===== config.mk =====
export PLATFORM = sky130hd
export DESIGN_NAME = srx_exec_core
export DESIGN_NICKNAME = d
export VERILOG_FILES = /design/src/design/srx_pkg.sv /design/src/design/srx_exec_core.sv /design/src/design/srx_stack_adj.sv /design/src/design/srx_shifter.sv
export SDC_FILE = /design/constraint.sdc
export NUM_CORES = 1
export LEC_CHECK = 0
export ABC_CLOCK_PERIOD_IN_PS = 4700
export BUFFER_PORTS_ARGS = -buffer_cell sky130_fd_sc_hd__buf_4
export CORE_ASPECT_RATIO = 0.8
export CORE_UTILIZATION = 52
export CTS_CLUSTER_SIZE = 25
export DETAILED_ROUTE_END_ITERATION = 7
export GPL_ROUTABILITY_DRIVEN = 0
export PLACE_DENSITY = 0.86
export SLEW_MARGIN = 40
export SYNTH_ARGS = -nofsm -noshare
export SYNTH_HDL_FRONTEND = slang
export SYNTH_SLANG_ARGS = --single-unit
export TNS_END_PERCENT = 100

===== constraint.sdc =====
create_clock -name ref_clk -period 4.7 [get_ports ref_clk]
set_input_delay 0.705 -clock ref_clk [delete_from_list [all_inputs] [get_ports ref_clk]]
set_output_delay 0.705 -clock ref_clk [all_outputs]
set_load 0.03 [all_outputs]

===== src/design/srx_pkg.sv =====
// Shared constants and types for the stack, return and shift executor
package srx_pkg;

  // ==========================================================
  // Operation and state encodings
  typedef enum logic [2:0] {
    OP_NO_OPERATION,
    OP_POP,
    OP_PUSH,
    OP_SUBROUTINE_EXIT,
    OP_INTERRUPT_RETURN,
    OP_SHIFT_LEFT_ARITH,
    OP_ROTATE_LEFT_CARRY,
    OP_SHIFT_RIGHT_ARITH
  } srx_op_e;

  typedef enum logic [1:0] {
    ST_IDLE,
    ST_RD_WAIT,
    ST_RD_CAP
  } srx_state_e;

  // ==========================================================
  // Widths, steps and reset values
  localparam int ADDR_W = 20;
  localparam int DATA_W = 16;
  localparam logic [19:0] SP_RESET = 20'h00000;
  localparam logic [19:0] PC_RESET = 20'h00000;
  localparam logic [19:0] SP_STEP = 20'h00002;
  localparam logic [3:0] PC_HI_CLEAR = 4'h0;
  localparam logic [7:0] HIGH_BYTE_CLEAR = 8'h00;
  localparam logic [1:0] BE_WORD = 2'h3;
  localparam logic [1:0] BE_LOW = 2'h1;
  localparam logic [6:0] FLAGS_RESET = 7'h00;

  // ==========================================================
  // Status word layout in memory and on the set port
  localparam int SR_C = 0;
  localparam int SR_Z = 1;
  localparam int SR_N = 2;
  localparam int SR_GIE = 3;
  localparam int SR_HALT = 4;
  localparam int SR_OSC = 5;
  localparam int SR_V = 8;
  localparam int SR_PC_HI_LSB = 12;

  // Positions inside the internal flag vector
  localparam int FLG_C = 0;
  localparam int FLG_Z = 1;
  localparam int FLG_N = 2;
  localparam int FLG_V = 3;
  localparam int FLG_GIE = 4;
  localparam int FLG_HALT = 5;
  localparam int FLG_OSC = 6;

  // ==========================================================
  // Overflow windows of the left shifts
  localparam logic [15:0] OVF_WORD_LO = 16'h4000;
  localparam logic [15:0] OVF_WORD_HI = 16'hc000;
  localparam logic [7:0] OVF_BYTE_LO = 8'h40;
  localparam logic [7:0] OVF_BYTE_HI = 8'hc0;

endpackage


===== src/design/srx_exec_core.sv =====
// Executor for stack, return, no-operation and one-bit shift operations
`timescale 1ns/10ps
// Functional notes
// - No-operation changes nothing, waits one cycle
// - Pop: read top, step pointer, write destination
// - Byte pop to register clears high byte
// - Pop always steps pointer by two
// - Push: pointer minus two, then write word
// - Byte push writes low byte lane only
// - Stack ops and subroutine exit keep all flags
// - Subroutine exit loads pc, clears top four
// - Interrupt return pops status, then pc low
// - Interrupt return restores flags and mode bits
// - Left shift: msb to carry, zero in
// - Word left shift equals operand added to itself
// - Word left overflow for 4000 to bfff
// - Byte left overflow for 40 to bf
// - Left shifts set carry, negative and zero
// - Rotate left inserts old carry at bit zero
// - Right shift keeps sign, lsb to carry
// - Right shift negative equals result msb
// - Right shift sets zero, carry; clears overflow
module srx_exec_core (
  input wire logic ref_clk,
  input wire logic arst_n,
  input wire logic op_valid,
  input wire srx_pkg::srx_op_e op_code,
  input wire logic op_byte,
  input wire logic dst_is_reg,
  input wire logic [15:0] operand,
  input wire logic [15:0] mem_rdata,
  input wire logic sp_set,
  input wire logic [19:0] sp_value,
  input wire logic sr_set,
  input wire logic [15:0] sr_value,
  output logic busy_q,
  output logic done_q,
  output logic mem_rd_q,
  output logic mem_wr_q,
  output logic [19:0] mem_addr_q,
  output logic [15:0] mem_wdata_q,
  output logic [1:0] mem_be_q,
  output logic dst_wr_q,
  output logic [15:0] dst_wdata_q,
  output logic [1:0] dst_be_q,
  output logic [19:0] sp_q,
  output logic [19:0] pc_q,
  output logic flag_c_q,
  output logic flag_z_q,
  output logic flag_n_q,
  output logic flag_v_q,
  output logic global_interrupt_enable_q,
  output logic processor_halt_q,
  output logic oscillator_disable_q
);
  // ==========================================================
  // Reset release
  logic rst_meta_q;
  logic rst_n_s;

  always_ff @(posedge ref_clk or negedge arst_n) begin
    if (!arst_n) begin
      rst_meta_q <= 1'b0;
      rst_n_s <= 1'b0;
    end else begin
      rst_meta_q <= 1'b1;
      rst_n_s <= rst_meta_q;
    end
  end

  // ==========================================================
  // Decoding helpers
  function automatic logic is_shift(input srx_pkg::srx_op_e op);
    is_shift = (op == srx_pkg::OP_SHIFT_LEFT_ARITH) ||
      (op == srx_pkg::OP_ROTATE_LEFT_CARRY) ||
      (op == srx_pkg::OP_SHIFT_RIGHT_ARITH);
  endfunction

  function automatic logic is_left(input srx_pkg::srx_op_e op);
    is_left = (op == srx_pkg::OP_SHIFT_LEFT_ARITH) ||
      (op == srx_pkg::OP_ROTATE_LEFT_CARRY);
  endfunction

  // Status word to internal flag vector
  function automatic logic [6:0] unpack_sr(input logic [15:0] w);
    unpack_sr = 7'h00;
    unpack_sr[srx_pkg::FLG_C] = w[srx_pkg::SR_C];
    unpack_sr[srx_pkg::FLG_Z] = w[srx_pkg::SR_Z];
    unpack_sr[srx_pkg::FLG_N] = w[srx_pkg::SR_N];
    unpack_sr[srx_pkg::FLG_V] = w[srx_pkg::SR_V];
    unpack_sr[srx_pkg::FLG_GIE] = w[srx_pkg::SR_GIE];
    unpack_sr[srx_pkg::FLG_HALT] = w[srx_pkg::SR_HALT];
    unpack_sr[srx_pkg::FLG_OSC] = w[srx_pkg::SR_OSC];
  endfunction

  // ==========================================================
  // State and latched request
  srx_pkg::srx_state_e state_q;
  srx_pkg::srx_state_e state_d;
  srx_pkg::srx_op_e op_q;
  logic byte_q;
  logic reg_dst_q;
  logic [15:0] opnd_q;
  logic phase2_q;
  logic phase2_d;
  logic [19:0] sp_d;
  logic [19:0] pc_d;
  logic [6:0] flags_q;
  logic [6:0] flags_d;
  logic [19:0] mem_addr_d;
  logic mem_rd_d;
  logic mem_wr_d;
  logic [15:0] mem_wdata_d;
  logic [1:0] mem_be_d;
  logic dst_wr_d;
  logic [15:0] dst_wdata_d;
  logic [1:0] dst_be_d;
  logic done_d;

  wire accept = op_valid && (state_q == srx_pkg::ST_IDLE);
  wire [1:0] size_be = op_byte ? srx_pkg::BE_LOW : srx_pkg::BE_WORD;
  wire [15:0] push_data = op_byte ?
    {srx_pkg::HIGH_BYTE_CLEAR, operand[7:0]} : operand;
  // Register targets take a whole word so the high byte really clears
  wire [1:0] pop_be = (byte_q && !reg_dst_q) ?
    srx_pkg::BE_LOW : srx_pkg::BE_WORD;
  wire [15:0] pop_data = byte_q ?
    {srx_pkg::HIGH_BYTE_CLEAR, mem_rdata[7:0]} : mem_rdata;
  wire [1:0] shift_be = (op_byte && !dst_is_reg) ?
    srx_pkg::BE_LOW : srx_pkg::BE_WORD;

  assign flags_q = {oscillator_disable_q, processor_halt_q,
    global_interrupt_enable_q, flag_v_q, flag_n_q, flag_z_q, flag_c_q};

  // ==========================================================
  // Datapath helpers
  logic [19:0] sp_inc;
  logic [19:0] sp_dec;
  logic [15:0] sh_result;
  logic sh_n;
  logic sh_z;
  logic sh_c;
  logic sh_v;

  srx_stack_adj u_stack_adj (
    .sp(sp_q),
    .sp_inc(sp_inc),
    .sp_dec(sp_dec)
  );

  srx_shifter u_shifter (
    .opnd(operand),
    .is_byte(op_byte),
    .is_rlc(op_code == srx_pkg::OP_ROTATE_LEFT_CARRY),
    .is_rra(op_code == srx_pkg::OP_SHIFT_RIGHT_ARITH),
    .carry_in(flag_c_q),
    .result(sh_result),
    .res_n(sh_n),
    .res_z(sh_z),
    .res_c(sh_c),
    .res_v(sh_v)
  );

  // ==========================================================
  // Sequencer
  always_comb begin
    state_d = state_q;
    phase2_d = phase2_q;
    sp_d = sp_q;
    pc_d = pc_q;
    flags_d = flags_q;
    mem_addr_d = mem_addr_q;
    mem_rd_d = 1'b0;
    mem_wr_d = 1'b0;
    mem_wdata_d = mem_wdata_q;
    mem_be_d = mem_be_q;
    dst_wr_d = 1'b0;
    dst_wdata_d = dst_wdata_q;
    dst_be_d = dst_be_q;
    done_d = 1'b0;
    case (state_q)
      srx_pkg::ST_IDLE: begin
        if (accept) begin
          done_d = 1'b1;
          if (op_code == srx_pkg::OP_PUSH) begin
            sp_d = sp_dec;
            mem_addr_d = sp_dec;
            mem_wr_d = 1'b1;
            mem_wdata_d = push_data;
            mem_be_d = size_be;
          end else if (is_shift(op_code)) begin
            dst_wr_d = 1'b1;
            dst_wdata_d = sh_result;
            dst_be_d = shift_be;
            flags_d[srx_pkg::FLG_C] = sh_c;
            flags_d[srx_pkg::FLG_Z] = sh_z;
            flags_d[srx_pkg::FLG_N] = sh_n;
            flags_d[srx_pkg::FLG_V] = sh_v;
          end else if (op_code != srx_pkg::OP_NO_OPERATION) begin
            done_d = 1'b0;
            mem_addr_d = sp_q;
            mem_rd_d = 1'b1;
            phase2_d = 1'b0;
            state_d = srx_pkg::ST_RD_WAIT;
          end
        end else begin
          if (sp_set) begin
            sp_d = sp_value;
          end
          if (sr_set) begin
            flags_d = unpack_sr(sr_value);
          end
        end
      end
      srx_pkg::ST_RD_WAIT: begin
        state_d = srx_pkg::ST_RD_CAP;
      end
      srx_pkg::ST_RD_CAP: begin
        sp_d = sp_inc;
        state_d = srx_pkg::ST_IDLE;
        done_d = 1'b1;
        case (op_q)
          srx_pkg::OP_POP: begin
            dst_wr_d = 1'b1;
            dst_wdata_d = pop_data;
            dst_be_d = pop_be;
          end
          srx_pkg::OP_SUBROUTINE_EXIT: begin
            pc_d = {srx_pkg::PC_HI_CLEAR, mem_rdata};
          end
          srx_pkg::OP_INTERRUPT_RETURN: begin
            if (!phase2_q) begin
              flags_d = unpack_sr(mem_rdata);
              pc_d[19:16] = mem_rdata[srx_pkg::SR_PC_HI_LSB +: 4];
              mem_addr_d = sp_inc;
              mem_rd_d = 1'b1;
              phase2_d = 1'b1;
              state_d = srx_pkg::ST_RD_WAIT;
              done_d = 1'b0;
            end else begin
              pc_d[15:0] = mem_rdata;
            end
          end
          default: begin
          end
        endcase
      end
      default: begin
        state_d = srx_pkg::ST_IDLE;
      end
    endcase
  end

  // ==========================================================
  // Registers
  always_ff @(posedge ref_clk or negedge rst_n_s) begin
    if (!rst_n_s) begin
      state_q <= srx_pkg::ST_IDLE;
      phase2_q <= 1'b0;
      op_q <= srx_pkg::OP_NO_OPERATION;
      byte_q <= 1'b0;
      reg_dst_q <= 1'b0;
      opnd_q <= 16'h0000;
      busy_q <= 1'b0;
      done_q <= 1'b0;
    end else begin
      state_q <= state_d;
      phase2_q <= phase2_d;
      if (accept) begin
        op_q <= op_code;
        byte_q <= op_byte;
        reg_dst_q <= dst_is_reg;
        opnd_q <= operand;
      end
      busy_q <= (state_d != srx_pkg::ST_IDLE);
      done_q <= done_d;
    end
  end

  always_ff @(posedge ref_clk or negedge rst_n_s) begin
    if (!rst_n_s) begin
      sp_q <= srx_pkg::SP_RESET;
      pc_q <= srx_pkg::PC_RESET;
      {oscillator_disable_q, processor_halt_q, global_interrupt_enable_q,
        flag_v_q, flag_n_q, flag_z_q, flag_c_q} <= srx_pkg::FLAGS_RESET;
    end else begin
      sp_q <= sp_d;
      pc_q <= pc_d;
      {oscillator_disable_q, processor_halt_q, global_interrupt_enable_q,
        flag_v_q, flag_n_q, flag_z_q, flag_c_q} <= flags_d;
    end
  end

  always_ff @(posedge ref_clk or negedge rst_n_s) begin
    if (!rst_n_s) begin
      mem_addr_q <= 20'h00000;
      mem_rd_q <= 1'b0;
      mem_wr_q <= 1'b0;
      mem_wdata_q <= 16'h0000;
      mem_be_q <= srx_pkg::BE_WORD;
      dst_wr_q <= 1'b0;
      dst_wdata_q <= 16'h0000;
      dst_be_q <= srx_pkg::BE_WORD;
    end else begin
      mem_addr_q <= mem_addr_d;
      mem_rd_q <= mem_rd_d;
      mem_wr_q <= mem_wr_d;
      mem_wdata_q <= mem_wdata_d;
      mem_be_q <= mem_be_d;
      dst_wr_q <= dst_wr_d;
      dst_wdata_q <= dst_wdata_d;
      dst_be_q <= dst_be_d;
    end
  end

  // ==========================================================
  // Checks
  wire done_shift = done_q && is_shift(op_q);

  chk_nop_quiet: assert property (@(posedge ref_clk) disable iff (!rst_n_s)
    accept && op_code == srx_pkg::OP_NO_OPERATION |=> done_q &&
    $stable(sp_q) && $stable(pc_q) && $stable(flags_q) &&
    !dst_wr_q && !mem_wr_q)
    else $error("no-operation changed state");
  chk_pop_sp_step: assert property (@(posedge ref_clk) disable iff (!rst_n_s)
    accept && op_code == srx_pkg::OP_POP |-> ##3
    dst_wr_q && sp_q == $past(sp_q, 3) + srx_pkg::SP_STEP)
    else $error("pop did not step pointer by two");
  chk_pop_byte_reg: assert property (@(posedge ref_clk) disable iff (!rst_n_s)
    dst_wr_q && op_q == srx_pkg::OP_POP && byte_q && reg_dst_q |->
    dst_wdata_q[15:8] == 8'h00 && dst_be_q == srx_pkg::BE_WORD)
    else $error("byte pop left high byte");
  chk_push_order: assert property (@(posedge ref_clk) disable iff (!rst_n_s)
    accept && op_code == srx_pkg::OP_PUSH |=> mem_wr_q &&
    sp_q == $past(sp_q) - srx_pkg::SP_STEP && mem_addr_q == sp_q)
    else $error("push address wrong");
  chk_push_byte_lane: assert property (@(posedge ref_clk) disable iff (!rst_n_s)
    mem_wr_q && byte_q |-> mem_be_q == srx_pkg::BE_LOW)
    else $error("byte push touched high lane");
  // Judged at the closing pulse: a following load or shift may move flags
  chk_flags_kept: assert property (@(posedge ref_clk) disable iff (!rst_n_s)
    done_q && !is_shift(op_q) &&
    op_q != srx_pkg::OP_INTERRUPT_RETURN |-> $stable(flags_q))
    else $error("flags moved on stack operation");
  chk_ret_pc_high: assert property (@(posedge ref_clk) disable iff (!rst_n_s)
    done_q && op_q == srx_pkg::OP_SUBROUTINE_EXIT |->
    pc_q[19:16] == 4'h0)
    else $error("subroutine exit kept pc high bits");
  chk_interrupt_return_sp: assert property (@(posedge ref_clk) disable iff (!rst_n_s)
    accept && op_code == srx_pkg::OP_INTERRUPT_RETURN |-> ##5 done_q &&
    sp_q == $past(sp_q, 5) + srx_pkg::SP_STEP + srx_pkg::SP_STEP)
    else $error("interrupt return pointer wrong");
  chk_interrupt_return_flags: assert property (@(posedge ref_clk) disable iff (!rst_n_s)
    state_q == srx_pkg::ST_RD_CAP && op_q == srx_pkg::OP_INTERRUPT_RETURN &&
    !phase2_q |=> flags_q == unpack_sr($past(mem_rdata)))
    else $error("status not restored");
  chk_rla_double: assert property (@(posedge ref_clk) disable iff (!rst_n_s)
    done_shift && op_q == srx_pkg::OP_SHIFT_LEFT_ARITH && !byte_q |->
    dst_wdata_q == opnd_q + opnd_q)
    else $error("left shift is not a doubling");
  chk_left_ovf: assert property (@(posedge ref_clk) disable iff (!rst_n_s)
    done_shift && is_left(op_q) |-> flag_v_q == (byte_q ?
    (opnd_q[7:0] >= 8'h40 && opnd_q[7:0] < 8'hc0) :
    (opnd_q >= 16'h4000 && opnd_q < 16'hc000)))
    else $error("left shift overflow wrong");
  chk_left_carry: assert property (@(posedge ref_clk) disable iff (!rst_n_s)
    done_shift && is_left(op_q) |-> flag_z_q == (dst_wdata_q == 16'h0000) &&
    flag_c_q == (byte_q ? opnd_q[7] : opnd_q[15]))
    else $error("left shift carry or zero wrong");
  chk_rlc_carry_in: assert property (@(posedge ref_clk) disable iff (!rst_n_s)
    done_shift && op_q == srx_pkg::OP_ROTATE_LEFT_CARRY |->
    dst_wdata_q[0] == $past(flag_c_q))
    else $error("rotate lost old carry");
  chk_rra_sign: assert property (@(posedge ref_clk) disable iff (!rst_n_s)
    done_shift && op_q == srx_pkg::OP_SHIFT_RIGHT_ARITH && !byte_q |->
    dst_wdata_q[15] == opnd_q[15] && dst_wdata_q[14] == opnd_q[15] &&
    flag_c_q == opnd_q[0] && flag_n_q == dst_wdata_q[15] &&
    !flag_v_q)
    else $error("right shift result wrong");
  chk_byte_shift_high: assert property (@(posedge ref_clk) disable iff (!rst_n_s)
    done_shift && byte_q |-> dst_wdata_q[15:8] == 8'h00)
    else $error("byte shift touched high byte");
endmodule


===== src/design/srx_stack_adj.sv =====
// Stack pointer step adders
`timescale 1ns/10ps
module srx_stack_adj (
  input wire logic [19:0] sp,
  output logic [19:0] sp_inc,
  output logic [19:0] sp_dec
);
  // The step is always one word, whatever the operand size
  assign sp_inc = sp + srx_pkg::SP_STEP;
  assign sp_dec = sp - srx_pkg::SP_STEP;
endmodule


===== src/design/srx_shifter.sv =====
// One-bit shift and rotate unit with flag generation
`timescale 1ns/10ps
module srx_shifter (
  input wire logic [15:0] opnd,
  input wire logic is_byte,
  input wire logic is_rlc,
  input wire logic is_rra,
  input wire logic carry_in,
  output logic [15:0] result,
  output logic res_n,
  output logic res_z,
  output logic res_c,
  output logic res_v
);
  // ==========================================================
  // Operand views
  logic [15:0] w_in;
  logic [15:0] left_raw;
  logic [15:0] left_res;
  logic [15:0] right_res;
  logic msb;
  logic ovf_word;
  logic ovf_byte;

  assign w_in = is_byte ? {srx_pkg::HIGH_BYTE_CLEAR, opnd[7:0]} : opnd;
  assign msb = is_byte ? opnd[7] : opnd[15];

  // ==========================================================
  // Left forms: zero or old carry enters bit 0
  assign left_raw = {w_in[14:0], is_rlc & carry_in};
  assign left_res = is_byte ?
    {srx_pkg::HIGH_BYTE_CLEAR, left_raw[7:0]} : left_raw;

  // Right form keeps the sign bit and copies it one place down
  assign right_res = is_byte ?
    {srx_pkg::HIGH_BYTE_CLEAR, opnd[7], opnd[7:1]} :
    {opnd[15], opnd[15:1]};

  assign result = is_rra ? right_res : left_res;

  // ==========================================================
  // Flags
  assign ovf_word = (opnd >= srx_pkg::OVF_WORD_LO) &&
    (opnd < srx_pkg::OVF_WORD_HI);
  assign ovf_byte = (opnd[7:0] >= srx_pkg::OVF_BYTE_LO) &&
    (opnd[7:0] < srx_pkg::OVF_BYTE_HI);
  assign res_c = is_rra ? opnd[0] : msb;
  assign res_n = is_byte ? result[7] : result[15];
  assign res_z = (result == 16'h0000);
  assign res_v = is_rra ? 1'b0 : (is_byte ? ovf_byte : ovf_word);
endmodule


======== Word level (Yosys, flattened, before mapping) ========
Index checks and enable logic that the tools add are counted.
word-level totals
  logic and storage cells ................. 166
  bits of input ports ..................... 78
  register bits ........................... 118
operators by class
  muxes and demuxes ....................... 80
  $add $sub $neg .......................... 2
  magnitude comparators ................... 4
  equality and inequality tests ........... 28
  bitwise operators ....................... 1
  reduce and logical (&&, ||, !) cells .... 24
operator list
  kind                     count
  $mux W20                 9
  $mux W16                 10
  $pmux W20 S2             3
  $pmux W16 S2             1
  $mux W1                  31
  $mux W2                  11
  $mux W7                  3
  $add A20 B2 Y20 const B  1
  $sub A20 B2 Y20 const B  1
  $ne A2 B2 Y1 const B     9
  $reduce_and A6 Y1        3
  $ge A16 B15 Y1 const B   1
  $logic_not A16 Y1        1
  $lt A16 B16 Y1 const B   1
  $mux W4                  4
  $pmux W7 S2              1
  $eq A3 B3 Y1 const B     4
  $ne A3 B3 Y1 const B     4
  $reduce_and A3 Y1        4
  $reduce_and A5 Y1        2
  $ge A8 B7 Y1 const B     1
  $lt A8 B8 Y1 const B     1
  $pmux W1 S2              4
  $eq A3 B2 Y1 const B     2
  other kinds (16)         27

======== Longest topological paths before layout ========
Gate-level depths: netlist of run 1.
  depth in word-level cells ............... 9
  gate-level depth with buffers ........... 9
  mapped depth without buffers ............ 7

======== Hierarchy ========
A second synthesis of run 1 with hierarchy kept.
second synthesis, totals
  cells, all modules ...................... 707
  area total of the unflattened synthesis .. 6836.6 µm²
by module, submodules not included
  module         cells an instance  area an instance (µm²)  instances
  srx_exec_core  550                5716.7                  1
  srx_stack_adj  106                755.7                   1
  srx_shifter    51                 364.1                   1

======== Least setup slack after synthesis of run 1 ========
Ideal clock, no wire load.
  kind .................................... register -> register
  from .................................... register sp_q[2]
  to ...................................... register sp_q[19]
  setup slack ............................. 2.020 ns
  cell stages (with the launch flop) ...... 10
  buffers on the path ..................... 2
  required time ........................... 4.568 ns
  arrival ................................. 2.549 ns
  period minus slack after synthesis ...... 2.680 ns
  cell sequence ........................... dfrtp_1 > clkbuf_1 > inv_1 > ha_1 > or4b_1 > clkbuf_1 > or4_4 > o31a_1 > o41ai_2 > a31oi_1
on the way
  longest elaborated chain between the ends .. 4
ends and longest elaborated chain
  what                    RTL line              text
  from (decl)             srx_exec_core.sv:46   output logic [19:0] sp_q,
  from (signal assigned)  srx_exec_core.sv:282  sp_q <= srx_pkg::SP_RESET;
  from (signal assigned)  srx_exec_core.sv:287  sp_q <= sp_d;
  $sub A20 B2 Y20         srx_stack_adj.sv:10   assign sp_dec = sp - srx_pkg::SP_STEP;
  $mux W20                srx_exec_core.sv:185  if (op_code == srx_pkg::OP_PUSH) begin
  $mux W20                srx_exec_core.sv:183  if (accept) begin
  $pmux W20 S2 (*)        srx_exec_core.sv:181  case (state_q)
Every way passes the cells marked *; elsewhere a longest branch is shown, timed or not. The select of a mux whose other input is x is not followed.
A chain may end at the register's enable or synchronous reset.

======== Final worst setup path of run 1 ========
  from .................................... register sp_q[1]
  to ...................................... register sp_q[19]
Same word-level chain as after synthesis.

==> flow_summary.rst, run 1 <==
.. list-table::
   :header-rows: 1

   * - Metric
     - Value
   * - Minimum clock period after layout
     - 2.82 ns
   * - Path type of the worst min-delay path
     - in2async
   * - Setup-violating endpoint count in the final report
     - 0
   * - Flop pwr share
     - 32.1%
   * - Proportion of synthesized chip area in sequential cells
     - 44.9%
   * - Met2 layer usage reported by global route
     - 47.4%
   * - Number of distinct library cell variants in the gate-level netlist after synthesis
     - 69
   * - Number of top-level pins
     - 186
   * - Total die area
     - 12,900 um2
   * - Cell Chain, Critical Path
     - inv_1 -> ha_1 -> or4b_1 -> or4_4 -> o31a_1 -> o41ai_2 -> a31oi_1
   * - Post-CTS Setup Repair Bufs
     - 0
   * - Main flop type after synthesis
     - dfrtp_1
   * - Hold_buf cts
     - 0
   * - Buffer and inverter count on the worst path
     - 1
   * - Maximum count of clock buffers along a single path
     - 2
   * - Count of flip-flops with a built-in enable after synthesis
     - 0
   * - Required time worst endpoint
     - 4.98 ns
   * - Ratio of cells with drive above 1 in the final layout
     - 31.1%
   * - Total standard cell area after synthesis
     - 6480 um2
   * - Global-route usage over all layers
     - 32.0%
   * - Total count of max-transition violations in the final report
     - 0
   * - Cell with the biggest individual delay on the critical path
     - or4b_1
   * - DRC viols
     - 0
   * - Count of buffers from port buffering
     - 174
   * - Number of nets in the finished design
     - 948
   * - Routing usage on met3
     - 8.01%
   * - Count of synthesis-stage warnings from yosys
     - 0
   * - Library cell with the largest summed area after synthesis
     - dfrtp_1
   * - Fraction of power consumed by the clock network
     - 26.1%
   * - Sw frac
     - 42.0%
   * - Number of optimization iterations in the first detailed-route pass
     - 5
   * - Leakage power summed over all cells
     - 0.00380 uW
   * - Post-Route Setup TNS
     - 0 ns
   * - Routed len/inst
     - 19.4 um
   * - Cell types with the largest area share after synthesis
     - dfrtp_1 44%, nand2_1 6.1%, mux2_2 5.7%
   * - Number of cell rows
     - 36
   * - Outcome
     - finished, final reports clean
   * - Syn_area_per_cell
     - 8.89 um2
   * - Maximum number of pins on one net before global-route repair
     - 45
   * - Violation count after the first detailed-routing iteration
     - 738
   * - Total number of vias
     - 6,456
   * - Maximum operating frequency
     - 355 MHz
   * - Clock tree sinks
     - 116
   * - Wire length of the first global-routing pass
     - 32,100 um
   * - H-tree levels
     - 4
   * - Antenna diode count
     - 0
   * - Total congestion overflow after global routing
     - 0
   * - Chip width
     - 127 um
   * - Power spent charging and discharging nets
     - 2320 uW
   * - RSZ-0062 raised after global routing
     - no
   * - Die boundary height
     - 102 um
   * - Post-Place Cell Area
     - 7880 um2
   * - Area growth syn-to-layout
     - 31.9%
   * - Synth top area share
     - 44.0%
   * - Met1 Usage GRT
     - 45.5%
   * - Clock-pin transition on the worst setup and hold timing paths
     - 0.06 ns
   * - Routed Antenna Nets
     - 0
   * - Kind of start point of the critical path
     - flop
   * - Max-cap violations
     - 0
   * - Gate power share
     - 41.8%
   * - Number of synthesized register bits
     - 116
   * - Via count of the first global-routing pass
     - 6,145
   * - Critical path type
     - reg2reg
   * - Max rail drop VDD
     - 0.000386 V
   * - FFs w/ async S/R, synth
     - 100%
   * - Power per cell area
     - 647 nW/um2
   * - Category of cells accounting for the largest share of critical-path delay
     - simple AND/OR/NAND/NOR gates
   * - Fin Clk Skew
     - 0.00979 ns
   * - Element type at the critical path end
     - flop
   * - Final Hold Viols
     - 0
   * - Effective utilization at floorplan
     - 53.3%
   * - Number of vias per cell after detailed routing
     - 6.25
   * - Headroom to the max-slew limit
     - 43.1%
   * - Number of buffers inserted during clock tree synthesis
     - 17
   * - Resized cells post-CTS
     - 0
   * - Root Buffer
     - clkbuf_16
   * - TritonCTS clock tree
     - yes
   * - HPWL reported at the end of detailed placement
     - 13,800 um
   * - Grt peak-use layer
     - met2
   * - Delay of the slowest cell on the worst path
     - 0.65 ns
   * - Maximum fanout along the worst path
     - 10
   * - Final cycle utilization of the critical path
     - 59.9%
   * - Total internal power
     - 3210 uW
   * - Least-Margin Pin Slew
     - 0.851 ns
   * - Worst Path Arrival
     - 3.09 ns
   * - Final non-filler cell area
     - 8540 um2
   * - Std-Cell Core Area
     - 12,200 um2
   * - Clock insertion delay at the later pin of the skew report
     - 0.41 ns
   * - Final routed wirelength across all metal layers
     - 20,000 um
   * - Number of antenna violations at the first check in global routing
     - 0
   * - Post-synthesis cell count
     - 729
==> layer usage <==
layer / wire length, um / up-vias
li1: - / 2909
met1: 8590 / 3091
met2: 8920 / 394
met3: 2060 / 62
met4: 480 / 0
met5: 0 / -
==> cell usage in the layout (no fill, tap or decap), types with 4 or more instances in the layout <==
cell type / count
nand2b_1: 12
nand2_1: 104
nor3_1: 12
inv_1: 16
mux2i_1: 4
a31oi_1: 17
nand4_1: 10
xor2_1: 9
a221oi_1: 5
and3_1: 8
nor2_1: 51
dfrtp_1: 113
a21oi_1: 41
bufinv_16: 5
o31ai_1: 6
nand3_1: 15
a221o_1: 5
clkbuf_16: 17
xnor2_1: 13
a22oi_1: 8
nor4_1: 14
buf_4: 180
mux2_2: 33
o211ai_1: 7
o21ai_0: 73
or3_1: 7
==> path summary, 6_finish.rpt <==
check	depth (start not counted)	startpoint	slack, ns	to
max in group asynchronous	1	rst_n_s	3.51	sp_q[7]
min in group ref_clk	0	rst_meta_q	0.35	rst_n_s
worst min-delay path	1	arst_n	0.07	rst_meta_q
worst max-delay path	7	sp_q[1]	1.88	sp_q[19]
worst min register to register	0	rst_n_s	0.27	mem_wdata_q[3]
worst max register to register	7	sp_q[1]	1.88	sp_q[19]
==> cells in the mapped netlist (13+ instances only) <==
master / n
clkbuf_1: 52
mux2_2: 33
nor4_1: 15
a21oi_1: 41
inv_1: 16
a31oi_1: 17
nor2_1: 52
nand3_1: 15
dfrtp_1: 114
nand2_1: 106
o21ai_0: 73
xnor2_1: 13
==> state kept, by name, summed over array words and instances (netlist names), 2 cells and up <==
| name | flops |
|---|---|
| dst_wdata_q | 16 |
| pc_q | 20 |
| op_q | 3 |
| sp_q | 20 |
| state_q | 2 |
| mem_addr_q | 20 |
| mem_wdata_q | 16 |
==> worst register-to-register path, delay by kind of cell, from the launching register on <==
family | cells | cell delay, ns
buffers and inverters | 1 | 0.16
adder cells (fa/ha/maj) | 1 | 0.24
flip-flops | 1 | 0.49
AND/OR/NAND/NOR | 2 | 1.25
AO/OA/AOI/OAI | 3 | 0.55
==> stage by stage <==
stage / util, % / hold WS (ns) / std cells / power (uW) / setup slack (ns)
floorplan: - / 0.331 / 731 / 3190 / 1.23
global placement: 64.2 / 0.336 / 998 / 3990 / 1.66
detailed placement: 64.8 / 0.271 / 1001 / 4060 / 1.85
CTS: 70.2 / 0.0610 / 1033 / 5520 / 1.96
global route: 70.3 / 0.0621 / 1033 / 5810 / 1.79
finish: 70.3 / 0.0700 / 1033 / 5530 / 1.88
==> area by class of cell <==
type | count | area, um2
inverter | 16 | 60.1
timing repair buffer | 183 | 1390
fill | 949 | 3620
multi-input combinational | 534 | 3330
sequential | 116 | 2910
clock inverter | 14 | 223
clock buffer | 18 | 439
tap | 152 | 190
==> cells by family (layout without fill, tap and decap cells) <==
logic type,count (synthesis),after routing,synth area share [%]
adders and majority gates,2,2,0.386
xor gates and xnor gates,22,22,2.97
other,1,3,0.0579
muxes,38,38,6.70
and+or+nand+nor,266,266,20.1
DFF,116,116,44.9
buffers and inverters,81,231,5.16
AOI/OAI and AO/OA,203,203,19.8
==> power groups by stage <==
stage	Clock (uW)	Sequential, uW	Combinational (uW)
detailed placement	0	1770	2290
floorplan	0	2300	884
CTS	1450	1760	2300
global placement	0	1760	2230
finish	1450	1770	2310
global route	1510	1830	2460
(Power assumes the default switching activity.)
==> inputs of run 2 (changes only) <==
- ABC_CLOCK_PERIOD_IN_PS: 4700 -> 2920
- clock period: 4.7 -> 2.92 ns (I/O delays scaled with it)
==> flow_summary.rst, run 2 (same netlist as run 1, synthesis figures left out) <==
.. list-table::
   :header-rows: 1

   * - Metric
     - Value
   * - Pre-CTS WS
     - 0.421 ns
   * - Maximum number of pins on one net before global-route repair
     - 65
   * - Effective utilization at floorplan
     - 53.3%
   * - Violation count after the first detailed-routing iteration
     - 721
   * - Leading cell type in the layout, fill and taps excluded
     - buf_4
   * - Startpoint of the lowest-slack hold path
     - dst_is_reg
   * - Chip width
     - 127 um
   * - Clock-pin transition on the worst setup and hold timing paths
     - 0.06 ns
   * - Std-Cell Core Area
     - 12,200 um2
   * - Total internal power
     - 5010 uW
   * - Number of buffers inserted during clock tree synthesis
     - 17
   * - TritonCTS clock tree
     - yes
   * - Met2 layer usage reported by global route
     - 48.1%
   * - Hold slack final
     - 0.255 ns
   * - Cell with the biggest individual delay on the critical path
     - or4_4
   * - Number of antenna violations at the first check in global routing
     - 0
   * - Leakage power summed over all cells
     - 0.00388 uW
   * - Ratio of cells with drive above 1 in the final layout
     - 32.5%
   * - Gate power share
     - 44.5%
   * - Post-layout utilization of the core
     - 71.2%
   * - Maximum count of clock buffers along a single path
     - 2
   * - Max-cap violations
     - 0
   * - Flop pwr share
     - 31.4%
   * - Commonest cells after routing, fill and taps aside
     - 206 x buf_4, 113 x dfrtp_1, 105 x nand2_1
   * - Launching element of the worst setup path
     - sp_q[2]
   * - Total count of max-transition violations in the final report
     - 0
   * - Via count of the first global-routing pass
     - 6,150
   * - HPWL reported at the end of detailed placement
     - 14,300 um
   * - Power spent charging and discharging nets
     - 3810 uW
   * - Number of optimization iterations in the first detailed-route pass
     - 5
   * - Post-Route Setup TNS
     - 0 ns
   * - Outcome
     - finished, final reports clean
   * - Total number of vias
     - 6,472
   * - Startpoint of the most critical register-to-register path
     - sp_q[2]
   * - Routing usage on met3
     - 9.21%
   * - Worst Path Arrival
     - 2.88 ns
   * - Element type at the critical path end
     - flop
   * - Met1 Usage GRT
     - 43.9%
   * - Root Buffer
     - clkbuf_16
   * - Fraction of power consumed by the clock network
     - 24.1%
   * - Setup-violating endpoint count in the final report
     - 0
   * - Global-route usage over all layers
     - 31.9%
   * - Total die area
     - 12,900 um2
   * - Fin Clk Skew
     - 0.00842 ns
   * - Delay of the slowest cell on the worst path
     - 0.54 ns
   * - Final routed wirelength across all metal layers
     - 20,500 um
   * - Sw frac
     - 43.2%
   * - Power per cell area
     - 1020 nW/um2
   * - RSZ-0062 raised after global routing
     - no
   * - Clock insertion delay at the later pin of the skew report
     - 0.41 ns
   * - Required time worst endpoint
     - 3.20 ns
   * - Routed len/inst
     - 19.3 um
   * - Max rail drop VDD
     - 0.000753 V
   * - Headroom to the max-slew limit
     - 54.3%
   * - Final cycle utilization of the critical path
     - 88.9%
   * - Kind of start point of the critical path
     - flop
   * - Path type of the worst min-delay path
     - in2reg
   * - Clock tree sinks
     - 116
   * - Area growth syn-to-layout
     - 33.7%
   * - Grt peak-use layer
     - met2
   * - Number of nets in the finished design
     - 975
   * - Antenna diode count
     - 0
   * - Count of buffers from port buffering
     - 174
   * - DRC viols
     - 0
   * - Minimum clock period after layout
     - 2.60 ns
   * - Maximum fanout along the worst path
     - 11
   * - Number of cell rows
     - 36
   * - Largest regs
     - mem_addr_q (20), pc_q (20), sp_q (20)
   * - Final Hold Viols
     - 0
   * - Least-Margin Pin Slew
     - 0.683 ns
   * - Total congestion overflow after global routing
     - 0
   * - H-tree levels
     - 4
   * - Maximum operating frequency
     - 385 MHz
   * - Wire length of the first global-routing pass
     - 31,600 um
   * - Routed Antenna Nets
     - 0
   * - Number of vias per cell after detailed routing
     - 6.11
   * - Critical path type
     - reg2reg
   * - Worst setup margin
     - 0.325 ns
   * - Die boundary height
     - 102 um
   * - Number of top-level pins
     - 186
   * - Cell Chain, Critical Path
     - inv_1 -> ha_1 -> or4b_1 -> or4_4 -> o31a_1 -> o41ai_2 -> a31oi_1
-- run 2: power by group through the flow --
| stage | combinational [uW] | clock, uW | sequential [uW] |
|---|---|---|---|
| final | 3920 | 2120 | 2770 |
| after global routing | 4160 | 2210 | 2850 |
| after CTS | 3900 | 2130 | 2760 |
| after detailed placement | 3870 | 0 | 2770 |
| after global placement | 3800 | 0 | 2730 |
| after floorplan | 1420 | 0 | 3710 |
-- run 2: area by class of cell --
cell class	count	area, um2
clock buffer	19	453
sequential	116	2910
tap	152	190
clock inverter	13	149
timing repair buffer	210	1600
fill	950	3500
inverter	16	60.1
multi-input combinational	534	3300
-- run 2: layer usage --
layer	vias up	wire, um
li1	2959	-
met2	401	9200
met3	41	2150
met5	-	0
met4	0	427
met1	3071	8690
-- run 2: final timing paths --
path                                         to  slack (ns)  depth (start not counted)
setup reg to reg                       sp_q[19]        0.32                          7
hold reg to reg                         rst_n_s        0.35                          0
setup / recovery                       sp_q[19]        0.32                          7
min in group asynchronous  oscillator_disable_q        0.36                          0
hold / removal                        reg_dst_q        0.26                          3
max in group asynchronous           dst_be_q[1]        1.72                          1
-- run 2: per-stage QoR --
| stage | power [uW] | std cells | area [um2] |
|---|---|---|---|
| 6_report | 8810 | 1060 | 8660 |
| 5_1_grt | 9220 | 1060 | 8660 |
| 4_1_cts | 8780 | 1059 | 8640 |
| 3_5_place_dp | 6640 | 1026 | 8030 |
| 3_3_place_gp | 6530 | 1024 | 8010 |
| 2_1_floorplan | 5130 | 731 | 6490 |
-- run 2: what timing repair did --
action                                 4_1_cts  5_1_grt
setup buffers                                0        0
endpoints found under the hold margin        2        0
resized for setup                            0        0
hold buffers                                 1        0
-- run 2: worst max-delay path: cells and delay by family (launching register included) --
| family | cells | cell delay, ns |
|---|---|---|
| fa+ha+maj | 1 | 0.27 |
| buf+inv | 1 | 0.11 |
| simple gates | 2 | 1.02 |
| compound gates | 3 | 0.54 |
| flops | 1 | 0.51 |
==> inputs of run 3 (changes only) <==
- PLACE_DENSITY: 0.86 -> 0.79
==> flow_summary.rst, run 3 (same netlist as run 1, synthesis figures left out) <==
.. list-table::
   :header-rows: 1

   * - Metric
     - Value
   * - Element type at the critical path end
     - flop
   * - Worst Path Arrival
     - 3.01 ns
   * - Std-Cell Core Area
     - 12,200 um2
   * - TritonCTS clock tree
     - yes
   * - Antenna diode count
     - 0
   * - Register cell area after layout
     - 2910 um2
   * - Violation count after the first detailed-routing iteration
     - 723
   * - Register-to-Register Path Depth
     - 7
   * - Number of top-level pins
     - 186
   * - H-tree levels
     - 4
   * - Clock-pin transition on the worst setup and hold timing paths
     - 0.06 ns
   * - Largest regs
     - mem_addr_q (20), pc_q (20), sp_q (20)
   * - Maximum operating frequency
     - 368 MHz
   * - Outcome
     - finished, final reports clean
   * - Effective utilization at floorplan
     - 53.3%
   * - Clock tree sinks
     - 116
   * - Final Hold Viols
     - 0
   * - Worst setup margin
     - 0.202 ns
   * - Headroom to the max-slew limit
     - 45.1%
   * - Max-cap violations
     - 0
   * - Maximum fanout along the worst path
     - 10
   * - Cell Chain, Critical Path
     - inv_1 -> ha_1 -> or4b_1 -> or4_4 -> o31a_1 -> o41ai_2 -> a31oi_1
   * - Post-Route Setup TNS
     - 0 ns
   * - Number of vias per cell after detailed routing
     - 6.28
   * - Number of optimization iterations in the first detailed-route pass
     - 7
   * - Endpoint of the most critical register-to-register path
     - sp_q[19]
   * - Total congestion overflow after global routing
     - 0
   * - RSZ-0062 raised after global routing
     - no
   * - Ratio of cells with drive above 1 in the final layout
     - 31.4%
   * - Number of inserted filler cells in the final layout
     - 907
   * - Setup-violating endpoint count in the final report
     - 0
   * - Count of buffers from port buffering
     - 174
   * - Commonest cells after routing, fill and taps aside
     - 199 x buf_4, 113 x dfrtp_1, 106 x nand2_1
   * - Routed Antenna Nets
     - 0
   * - Number of cell rows
     - 36
   * - Root Buffer
     - clkbuf_16
   * - Routed len/inst
     - 20.1 um
   * - Startpoint of the most critical register-to-register path
     - sp_q[1]
   * - Total number of vias
     - 6,598
   * - Min-Delay Endpoint
     - reg_dst_q
   * - Required time worst endpoint
     - 3.21 ns
   * - Minimum setup slack among reg-to-reg paths
     - 0.20 ns
   * - Global-route usage over all layers
     - 33.6%
   * - Total count of max-transition violations in the final report
     - 0
   * - Fin Clk Skew
     - 0.00899 ns
   * - Pre-CTS WS
     - 0.272 ns
   * - Post-CTS Setup Repair Bufs
     - 0
   * - Die boundary height
     - 102 um
   * - Clock insertion delay at the later pin of the skew report
     - 0.42 ns
   * - Resized cells post-CTS
     - 0
   * - Final cycle utilization of the critical path
     - 93.1%
   * - Minimum clock period after layout
     - 2.72 ns
   * - Chip width
     - 127 um
   * - Maximum count of clock buffers along a single path
     - 2
   * - Hold_buf cts
     - 1
   * - Startpoint of the lowest-slack hold path
     - dst_is_reg
   * - Cell with the biggest individual delay on the critical path
     - or4b_1
   * - Least-Margin Pin Slew
     - 0.822 ns
   * - Power per cell area
     - 1030 nW/um2
   * - Total die area
     - 12,900 um2
   * - Number of antenna violations at the first check in global routing
     - 0
   * - Kind of start point of the critical path
     - flop
   * - Leakage power summed over all cells
     - 0.00384 uW
   * - Delay of the slowest cell on the worst path
     - 0.60 ns
   * - Maximum number of pins on one net before global-route repair
     - 115
   * - Multi-input logic area
     - 3280 um2
   * - Critical path type
     - reg2reg
   * - Number of cells traversed by the worst hold path
     - 3
   * - Final routed wirelength across all metal layers
     - 21,100 um
   * - Wire length of the first global-routing pass
     - 33,400 um
   * - Path type of the worst min-delay path
     - in2reg
   * - Number of nets in the finished design
     - 966
   * - Number of buffers inserted during clock tree synthesis
     - 17
   * - DRC viols
     - 0
   * - HPWL reported at the end of detailed placement
     - 14,400 um
   * - Area growth syn-to-layout
     - 32.3%
   * - Leading cell type in the layout, fill and taps excluded
     - buf_4
   * - Max rail drop VDD
     - 0.000707 V
   * - Via count of the first global-routing pass
     - 6,447
[run 3: metal layers]
layer	up-vias	part of all wire, %	GRT usage [%]
met2	454	45	50.5
li1	2936	-	-
met4	0	3.4	17.1
met3	81	11	9.06
met1	3127	41	45.2
met5	-	0	0
[run 3: stage by stage]
step | utilization [%] | hold slack (ns) | cells | cell area [um2] | total power (uW)
2_1_floorplan | - | 0.142 | 731 | 6490 | 5130
3_3_place_gp | 65.4 | 0.221 | 1018 | 7960 | 6500
3_5_place_dp | 65.4 | 0.222 | 1018 | 7960 | 6640
4_1_cts | 70.5 | 0.235 | 1051 | 8570 | 8810
5_1_grt | 70.5 | 0.243 | 1051 | 8570 | 9250
6_report | 70.5 | 0.241 | 1051 | 8570 | 8840
[run 3: cell type report]
class | instances | area share (%)
Clock inverter | 12 | 1.81
Multi-Input combinational cell | 534 | 38.3
Inverter | 16 | 0.701
Tap cell | 152 | 2.22
Sequential cell | 116 | 33.9
Clock buffer | 20 | 5.21
Timing Repair Buffer | 201 | 17.8
[run 3: worst max-delay path by stage]
stage	cells past startpoint	startpoint	end	slack (ns)
after floorplan	9	sp_q[2]	sp_q[19]	0.24
after global placement	7	sp_q[1]	sp_q[19]	0.33
after detailed placement	7	sp_q[1]	sp_q[19]	0.27
after CTS	7	sp_q[1]	sp_q[19]	0.24
after global routing	7	sp_q[1]	sp_q[19]	0.08
final	7	sp_q[1]	sp_q[19]	0.20
[run 3: worst max-delay path, delay by kind of cell, from the launching register on]
family	cells	cell delay (ns)
AND/OR/NAND/NOR	2	1.17
AO/OA/AOI/OAI	3	0.54
flip-flops	1	0.47
adder cells (fa/ha/maj)	1	0.25
buffers and inverters	1	0.15
[run 3: power breakdown]
group	switching [uW]	internal (uW)	total, uW
Clock	777	1360	2140
Combinational	2450	1470	3920
Sequential	577	2200	2780
Total	3810	5030	8840
